File: src/ccm_pkg.sv
`default_nettype none
package ccm_pkg;
    // Register indices
    localparam logic [3:0] CCM_ADDR_START = 4'h2;
    localparam logic [3:0] CCM_ADDR_END = 4'h3;
    localparam logic [3:0] CCM_ADDR_POL = 4'h4;
    localparam logic [3:0] CCM_ADDR_IF = 4'h8;
    localparam logic [3:0] CCM_ADDR_STAT = 4'hf;
    // Reset values: divider code 1010 (1024), count 0
    localparam logic [7:0] CCM_START_RST = 8'ha0;
    localparam logic [7:0] CCM_END_RST = 8'ha0;
    localparam logic [7:0] CCM_POL_RST = 8'h00;
    localparam logic [7:0] CCM_IF_RST = 8'hc0;
    // Field positions
    localparam int CCM_POL_VS_BIT = 6;
    localparam int CCM_POL_PCLK_BIT = 5;
    localparam int CCM_POL_HS_BIT = 4;
    localparam int CCM_IF_MODE_BIT = 7;
    localparam int CCM_IF_EN_BIT = 6;
    // Divider decode
    localparam logic [15:0] CCM_DIV_MIN = 16'h0010;
    localparam logic [3:0] CCM_DIV_BASE_CODE = 4'h4;
    // Timer configuration, upper nibble divider, lower count limit
    typedef struct packed {
        logic [3:0] div_code;
        logic [3:0] cnt_lim;
    } ccm_tcfg_t;
    // Mode outputs
    typedef struct packed {
        logic bypass;
        logic periph_en;
        logic i2c_bridge;
    } ccm_mode_t;
    // Polarity outputs
    typedef struct packed {
        logic vsync_rise;
        logic pclk_inv;
        logic hsync_inv;
    } ccm_pol_t;
    // Control channel states
    typedef enum logic [1:0] {
        CCM_CLOSED,
        CCM_START,
        CCM_END
    } ccm_state_t;
endpackage
`default_nettype wire

File: src/ccm_ctrl.sv
// Behaviour
// - Active vsync edge opens control channel
// - Vsync active edge programmable per device
// - Pixel clock edge and output polarity selectable
// - Horizontal sync output polarity programmable
// - Base mode bridges foreign packets to I2C
// - Base mode returns I2C responses as UART
// - Enable bit zero blocks peripheral access
// - Enable and mode bits select base or bypass
// - Reset leaves device in base mode
// - Come-back timeout clears enable, exits bypass
// - Start timer closes silent channel
// - Timeout is period times divider times count+1
// - Divider codes decode 16 up to 32768
// - Counter ticks per divided clock, ends at limit+1
// - Defaults divider 1024, count 0
// - Activity stops start timer, starts end timer
// - End timer restarts on activity, closes on silence
// - Channel open output high while open
`default_nettype none
module ccm_ctrl
    import ccm_pkg::*;
(
    // Clock and reset
    input wire logic clk,
    input wire logic rst_n,
    // Video pin and link events
    input wire logic vsync_pin,
    input wire logic host_activity,
    input wire logic come_back_expired,
    // Register port from the packet decoder
    input wire logic reg_wr,
    input wire logic [3:0] reg_addr,
    input wire logic [7:0] reg_wdata,
    output logic [7:0] reg_rdata,
    // Channel and mode state
    output logic control_channel_open,
    output ccm_mode_t mode,
    output ccm_pol_t pol
);

    // Divider code to ratio
    function automatic logic [15:0] div_of(input logic [3:0] code);
        if (code[3:2] == 2'b00) begin
            div_of = CCM_DIV_MIN;
        end else begin
            div_of = CCM_DIV_MIN << (code - CCM_DIV_BASE_CODE);
        end
    endfunction

    // Configuration registers
    ccm_tcfg_t start_cfg_r; // start timer setup
    ccm_tcfg_t end_cfg_r; // end timer setup
    logic [7:0] pol_r; // polarity bits
    logic [7:0] if_r; // interface enable and mode
    // Channel state and timer
    ccm_state_t st_r, st_nxt;
    logic [15:0] div_r, div_nxt; // divided clock prescaler
    logic [3:0] cnt_r, cnt_nxt; // divided periods seen
    logic open_r;
    ccm_mode_t mode_r;
    ccm_pol_t pol_r_out;
    logic [7:0] rdata_r;
    // Vsync synchroniser and filter
    logic vs1_r, vs2_r, vs3_r, vs_filt_r, vs_prev_r;

    // Mode decode
    wire if_en = if_r[CCM_IF_EN_BIT];
    wire if_ms = if_r[CCM_IF_MODE_BIT];
    wire dev_respond = !mode_r.bypass; // bypass blocks register writes, reads still return data
    wire wr_ok = reg_wr && dev_respond;

    // Vsync edge selection
    wire vs_rise = vs_filt_r && !vs_prev_r;
    wire vs_fall = !vs_filt_r && vs_prev_r;
    wire vs_active = pol_r[CCM_POL_VS_BIT] ? vs_rise : vs_fall;
    wire entry = (st_r == CCM_CLOSED) && vs_active;

    // Timer selection by phase
    ccm_tcfg_t tcfg;
    assign tcfg = (st_r == CCM_END) ? end_cfg_r : start_cfg_r;
    wire [15:0] div_sel = div_of(tcfg.div_code);
    wire div_tick = (div_r == div_sel - 16'h0001);
    wire expire = (st_r != CCM_CLOSED) && div_tick
        && (cnt_r == tcfg.cnt_lim);

    // Read data decode
    wire [7:0] stat_w = {4'h0, st_r == CCM_END, st_r == CCM_START,
        mode_r.bypass, open_r};
    logic [7:0] rdata_nxt;
    always_comb begin
        if (reg_addr == CCM_ADDR_START) begin
            rdata_nxt = start_cfg_r;
        end else if (reg_addr == CCM_ADDR_END) begin
            rdata_nxt = end_cfg_r;
        end else if (reg_addr == CCM_ADDR_POL) begin
            rdata_nxt = pol_r;
        end else if (reg_addr == CCM_ADDR_IF) begin
            rdata_nxt = if_r;
        end else if (reg_addr == CCM_ADDR_STAT) begin
            rdata_nxt = stat_w;
        end else begin
            rdata_nxt = 8'h00; // unmapped
        end
    end

    // Channel state machine and timer
    always_comb begin
        st_nxt = st_r;
        div_nxt = div_tick ? 16'h0000 : div_r + 16'h0001;
        cnt_nxt = div_tick ? cnt_r + 4'h1 : cnt_r;
        case (st_r)
            CCM_CLOSED: begin
                div_nxt = 16'h0000;
                cnt_nxt = 4'h0;
                if (entry) begin
                    st_nxt = CCM_START;
                end
            end
            CCM_START: begin
                if (host_activity) begin
                    st_nxt = CCM_END;
                    div_nxt = 16'h0000;
                    cnt_nxt = 4'h0;
                end else if (expire) begin
                    st_nxt = CCM_CLOSED;
                end
            end
            CCM_END: begin
                if (host_activity) begin
                    div_nxt = 16'h0000;
                    cnt_nxt = 4'h0;
                end else if (expire) begin
                    st_nxt = CCM_CLOSED;
                end
            end
            default: begin
                st_nxt = CCM_CLOSED;
            end
        endcase
    end

    // Vsync pin sampling
    always_ff @(posedge clk or negedge rst_n) begin
        if (!rst_n) begin
            // Idle high, so no false edge follows reset
            vs1_r <= 1'b1;
            vs2_r <= 1'b1;
            vs3_r <= 1'b1;
            vs_filt_r <= 1'b1;
            vs_prev_r <= 1'b1;
        end else begin
            vs1_r <= vsync_pin;
            vs2_r <= vs1_r;
            vs3_r <= vs2_r;
            vs_filt_r <= (vs2_r == vs3_r) ? vs3_r : vs_filt_r;
            vs_prev_r <= vs_filt_r;
        end
    end

    // Timer and state registers
    always_ff @(posedge clk or negedge rst_n) begin
        if (!rst_n) begin
            st_r <= CCM_CLOSED;
            div_r <= 16'h0000;
            cnt_r <= 4'h0;
            open_r <= 1'b0;
        end else begin
            st_r <= st_nxt;
            div_r <= div_nxt;
            cnt_r <= cnt_nxt;
            open_r <= (st_nxt != CCM_CLOSED);
        end
    end

    // Timer configuration writes
    always_ff @(posedge clk or negedge rst_n) begin
        if (!rst_n) begin
            start_cfg_r <= CCM_START_RST;
            end_cfg_r <= CCM_END_RST;
        end else begin
            if (wr_ok && reg_addr == CCM_ADDR_START) begin
                start_cfg_r <= reg_wdata;
            end
            if (wr_ok && reg_addr == CCM_ADDR_END) begin
                end_cfg_r <= reg_wdata;
            end
        end
    end

    // Polarity and interface writes
    always_ff @(posedge clk or negedge rst_n) begin
        if (!rst_n) begin
            pol_r <= CCM_POL_RST;
            if_r <= CCM_IF_RST;
        end else begin
            if (wr_ok && reg_addr == CCM_ADDR_POL) begin
                pol_r <= reg_wdata;
            end
            if (mode_r.bypass && come_back_expired) begin
                if_r[CCM_IF_EN_BIT] <= 1'b0;
            end else if (wr_ok && reg_addr == CCM_ADDR_IF) begin
                if_r <= reg_wdata;
            end
        end
    end

    // Registered outputs
    always_ff @(posedge clk or negedge rst_n) begin
        if (!rst_n) begin
            mode_r <= '0;
            pol_r_out <= '0;
            rdata_r <= 8'h00;
        end else begin
            mode_r.bypass <= if_en && !if_ms;
            mode_r.periph_en <= if_en;
            mode_r.i2c_bridge <= if_en && if_ms;
            pol_r_out.vsync_rise <= pol_r[CCM_POL_VS_BIT];
            pol_r_out.pclk_inv <= pol_r[CCM_POL_PCLK_BIT];
            pol_r_out.hsync_inv <= pol_r[CCM_POL_HS_BIT];
            rdata_r <= rdata_nxt;
        end
    end

    assign control_channel_open = open_r;
    assign mode = mode_r;
    assign pol = pol_r_out;
    assign reg_rdata = rdata_r;

    // Helper: cycles spent in the start phase
    logic [19:0] start_cyc_r;
    always_ff @(posedge clk or negedge rst_n) begin
        if (!rst_n) begin
            start_cyc_r <= 20'h00000;
        end else begin
            start_cyc_r <= (st_r == CCM_START) ?
                start_cyc_r + 20'h00001 : 20'h00000;
        end
    end
    // Start timeout length expected from the current setup
    wire [19:0] start_total = 20'(div_sel)
        * 20'({1'b0, tcfg.cnt_lim} + 5'h1);

    entry_open_a: assert property (@(posedge clk)
        disable iff (!rst_n)
        entry |=> control_channel_open && st_r == CCM_START)
        else $error("channel did not open on active vsync edge");

    vs_edge_a: assert property (@(posedge clk)
        disable iff (!rst_n)
        st_r == CCM_CLOSED && vs_rise && !pol_r[CCM_POL_VS_BIT]
        |=> !control_channel_open)
        else $error("channel opened on inactive vsync edge");

    pclk_pol_a: assert property (@(posedge clk)
        disable iff (!rst_n) wr_ok && reg_addr == CCM_ADDR_POL
        |=> ##1 pol.pclk_inv == $past(reg_wdata[CCM_POL_PCLK_BIT], 2))
        else $error("pixel clock polarity not applied");

    hs_pol_a: assert property (@(posedge clk)
        disable iff (!rst_n) wr_ok && reg_addr == CCM_ADDR_POL
        |=> ##1 pol.hsync_inv == $past(reg_wdata[CCM_POL_HS_BIT], 2))
        else $error("hsync polarity not applied");

    periph_off_a: assert property (@(posedge clk)
        disable iff (!rst_n)
        !if_en |=> !mode.periph_en && !mode.i2c_bridge && !mode.bypass)
        else $error("peripheral not blocked with enable low");

    i2c_sel_a: assert property (@(posedge clk)
        disable iff (!rst_n)
        if_en && if_ms |=> mode.i2c_bridge && mode.periph_en && !mode.bypass)
        else $error("I2C bridge not selected in base mode");

    bypass_sel_a: assert property (@(posedge clk)
        disable iff (!rst_n)
        if_en && !if_ms |=> mode.bypass && !mode.i2c_bridge)
        else $error("bypass mode not selected");

    come_back_a: assert property (@(posedge clk)
        disable iff (!rst_n)
        mode.bypass && come_back_expired |-> ##2 !mode.bypass)
        else $error("bypass not left on come-back timeout");

    start_len_a: assert property (@(posedge clk)
        disable iff (!rst_n)
        st_r == CCM_START && expire && !host_activity
        |-> start_cyc_r + 20'h00001 == start_total)
        else $error("start timeout length wrong");

    start_close_a: assert property (@(posedge clk)
        disable iff (!rst_n)
        st_r == CCM_START && expire && !host_activity
        |=> !control_channel_open)
        else $error("start timeout did not close channel");

    act_switch_a: assert property (@(posedge clk)
        disable iff (!rst_n)
        st_r == CCM_START && host_activity |=> st_r == CCM_END)
        else $error("activity did not start end timer");

    end_restart_a: assert property (@(posedge clk)
        disable iff (!rst_n)
        st_r == CCM_END && host_activity |=> div_r == 16'h0000
        && cnt_r == 4'h0 && control_channel_open)
        else $error("end timer not restarted");

    entry_clear_a: assert property (@(posedge clk)
        disable iff (!rst_n)
        entry |=> div_r == 16'h0000 && cnt_r == 4'h0)
        else $error("timer not cleared on entry");

    open_cv: cover property (@(posedge clk) disable iff (!rst_n) entry);
    start_exp_cv: cover property (@(posedge clk) disable iff (!rst_n)
        st_r == CCM_START && expire && !host_activity);
    end_exp_cv: cover property (@(posedge clk) disable iff (!rst_n)
        st_r == CCM_END && expire && !host_activity);
    come_back_cv: cover property (@(posedge clk) disable iff (!rst_n)
        mode.bypass && come_back_expired);

endmodule
`default_nettype wire

File: config.mk
export PLATFORM = sky130hd
export DESIGN_NAME = ccm_ctrl
export DESIGN_NICKNAME = d
export VERILOG_FILES = /design/src/ccm_pkg.sv /design/src/ccm_ctrl.sv
export SDC_FILE = /design/constraint.sdc
export NUM_CORES = 1
export LEC_CHECK = 0
export ABC_AREA = 0
export BUFFER_PORTS_ARGS = -buffer_cell sky130_fd_sc_hd__buf_2
export CAP_MARGIN = 10
export CORE_MARGIN = 8
export CORE_UTILIZATION = 35
export DETAILED_ROUTE_END_ITERATION = 10
export PLACE_DENSITY = 0.59
export REMOVE_ABC_BUFFERS = 1
export SLEW_MARGIN = 20
export SYNTH_ARGS = -nofsm -noshare
export SYNTH_HDL_FRONTEND = slang
export SYNTH_SLANG_ARGS = --single-unit
File: constraint.sdc
create_clock -name clk -period 4.4 [get_ports clk]
set_input_delay 0.66 -clock clk [delete_from_list [all_inputs] [get_ports clk]]
set_output_delay 0.66 -clock clk [all_outputs]
set_load 0.005 [all_outputs]
==> results.yml <==
sta:
  maxSlewViolCount: 0
  min_period_over_period_pct: 89.4
  fin_worst_skew_ns: 0.00679
  rsz0062_at_grt: "no"
  report.final.setup_viol: 0
  finalSetupTns_ns: 0
  tightest_slew_ns: 0.916
  hold_viol_final: 0
  relSlewSlack_pct: 38.9
  fmax_mhz: 254
  min_period_ns: 3.94
  setup_ws_ns: 0.464
place:
  dp_cells: 529
  pre_cts_slack_ns: 0.487
  routabilityCongestion: 0.891
  io_buffers: 32
  hpwlAfterDp_um: 6430
clocking:
  cts.sinks: 74
  hold_buffers: 0
  post_cts.repair.setup_buffers: 0
  h-tree-depth: 3
  clockBufferDepth: 2
  cts_root_buf: "clkbuf_16"
  cts_buffers: 9
  clock_latency_ns: 0.34
  cts.clk_slew.worst_paths_ns: 0.06
  cts_resized: 0
  cts_tree: "built"
worst_setup_path:
  crit_cells: 14
  path_class: "reg2reg"
  critPathMaxFanout: 15
  arrival_ns: 4.14
  crit_chain: "inv_1 -> ha_1 -> mux2i_2 -> ha_1 -> nor2b_1 -> nand3_1 -> ha_1 -> nor3b_1 -> mux2i_1 -> o22ai_1 -> xnor2_1 -> nand4_4 -> o21ai_4 -> nor2_1"
  timing.critical_path.mode_cell: "ha_1"
  reg2reg_depth: 14
  worst_setup_path_end_kind: "flip-flop"
  critical_path.slowest_cell: "mux2i_2"
  rrSetupSlack_ns: 0.46
  r2r-end: "div_r[10]"
  cp-start-kind: "flip-flop"
  critPathLaunch: "st_r[0]"
  max_stage_delay_ns: 0.43
  r2r_start: "st_r[0]"
  path_delay_family: "adder cells"
  cp.required_ns: 4.61
  endpoint: "div_r[10]"
  cp_num_buf_inv: 1
drt:
  drc: 0
  post_drt_via_cell_ratio: 5.41
  routedWlPerCell_um: 16.4
  firstDrtPassIters: 4
  antenna_left: 0
  dr_total_vias: 2950
  wl_um: 8940
  drt_iter0_drc: 146
power_and_ir_drop:
  p_leak_nw: 1.98
  p_total_mw: 2.51
  power_density_mw_per_mm2: 541
  peakVddDrop_mv: 0.221
final_layout:
  diodes: 0
  finalNetCount: 424
  drive_gt1_share_pct: 27.4
  area_delta_synth_final_pct: 14.7
  fin_cells: 545
die:
  die_y_um: 124
  dieArea_mm2: 0.0153
  die_x_um: 124
  fp.coreArea_mm2: 0.0114
  initial_core_util_pct: 35.6
  rows: 39
  io_pins: 33
global_routing:
  overflow: 0
  grt_first_pass_wirelength_um: 15200
  antenna_found_initial: 0
  grt_pass1_vias: 3011
  grt_use_total_pct: 12.7
  grt_max_degree: 75
synth:
  async_reset_ff_share_pct: 100
  ys.flop_type: "dfrtp_1"
  synth.largest_area_cell: "dfrtp_1"
  ys_top_cells_by_area: "dfrtp_1, mux2_2, dfstp_2, nor2_1, mux2i_1"
  yosysSeqAreaShare_pct: 46.1
  synth_top_area_share_pct: 39.0
  ys_ff_latch: 74
  yosys_warnings: 0
  synth-edff-count: 0
  netlist_area_mm2: 0.00405
  avgSynthCellArea_um2: 11.0
  syn_inst: 368
  ys_types: 66
run:
  cap_violations: 0
hold_path:
  worstHoldStart: "vs1_r"
  hold_path_class: "reg2reg"
outcome:
  outcome: "finished clean"
[sequential cells by signal (all words and copies together), names as in the netlist]
| signal | count |
|---|---|
| control_channel_open | 1 |
| start_cfg_r | 8 |
| cnt_r | 4 |
| st_r | 2 |
| reg_rdata | 8 |
| vs3_r | 1 |
| pol | 3 |
| vs_filt_r | 1 |
| end_cfg_r | 8 |
| mode | 3 |
| pol_r | 8 |
| div_r | 16 |
| vs1_r | 1 |
| vs2_r | 1 |
| if_r | 8 |
| vs_prev_r | 1 |
[cells by family (layout without fill, tap and decap cells)]
kind of cell / after synthesis / count (layout) / synth area share, %
buffers and inverters: 24 / 58 / 2.63
AO/OA/AOI/OAI: 74 / 74 / 13.7
multiplexers: 48 / 48 / 13.1
AND/OR/NAND/NOR: 113 / 113 / 15.3
flip-flops: 74 / 74 / 46.1
XOR/XNOR: 25 / 25 / 6.06
adder cells (fa/ha/maj): 10 / 10 / 3.03
[metrics by stage]
stage,instance area [µm²],utilization (%),hold slack (ns)
after floorplan,3970,-,0.345
after CTS,4640,40.8,0.358
after global routing,4640,40.8,0.358
after detailed placement,4320,38.0,0.349
after global placement,4320,38.0,0.346
final,4640,40.8,0.356
[layout make-up]
class	instances	area, µm²
timing repair buffer	33	170
tap	143	179
inverter	9	33.8
clock buffer	10	229
clock inverter	6	91.3
multi-input combinational	270	2070
fill	1126	6730
sequential	74	1870
[synthesized netlist by cell type, types with 2 or more instances]
cell       n
a211oi_1   4
a21o_1     5
a21oi_1   18
a22oi_1    5
a311oi_1   4
a31oi_1    4
and2_1     3
and3_1     7
and3b_1    2
buf_6      2
clkbuf_1  11
dfrtp_1   63
dfstp_2   11
ha_1       9
inv_1      8
mux2_2    34
mux2i_1   12
mux2i_2    2
nand2_1   19
nand2b_1   7
nand3_1   10
nand4_1    2
nand4b_1   2
nor2_1    35
nor2b_1    6
nor3_1     3
nor3b_1    4
nor4b_1    2
o211ai_1   6
o21ai_0    7
o22ai_1    2
o31ai_1    2
o32ai_1    2
or4_1      2
xnor2_1   13
xor2_1    10
[power breakdown]
| group | switching, mW | total, mW | internal (mW) |
|---|---|---|---|
| clock | 0.290 | 0.789 | 0.499 |
| sequential | 0.0979 | 0.905 | 0.807 |
| combinational | 0.471 | 0.818 | 0.347 |
[worst min path at each step]
stage,slack (ns),to,cells after the start
2_1_floorplan,0.35,vs2_r,0
3_3_place_gp,0.35,vs2_r,0
4_1_cts,0.36,vs2_r,0
3_5_place_dp,0.35,vs2_r,0
6_report,0.36,vs2_r,0
5_1_grt,0.36,vs2_r,0
[cell usage in the layout, fill, tap and decap left out, types with 5 or more instances in the layout]
cell type	instances
o211ai_1	6
nor2b_1	6
nand2_1	19
a22oi_1	5
dfrtp_1	63
buf_2	31
mux2_2	34
xnor2_1	13
nand3_1	10
o21ai_0	7
ha_1	9
nand2b_1	7
xor2_1	10
inv_1	8
a21oi_1	18
dfstp_2	11
a21o_1	5
clkbuf_16	9
mux2i_1	12
nor2_1	35
and3_1	7
[per-layer routing]
| metal | vias to the layer above | track usage (%) | share of wire (%) |
|---|---|---|---|
| met3 | 20 | 1.78 | 3.3 |
| met4 | 0 | 7.45 | 2.9 |
| li1 | 1399 | - | - |
| met1 | 1470 | 15.9 | 45 |
| met5 | - | 0 | 0 |
| met2 | 61 | 20.8 | 49 |
No activity file was read; power rests on OpenSTA's default activity.
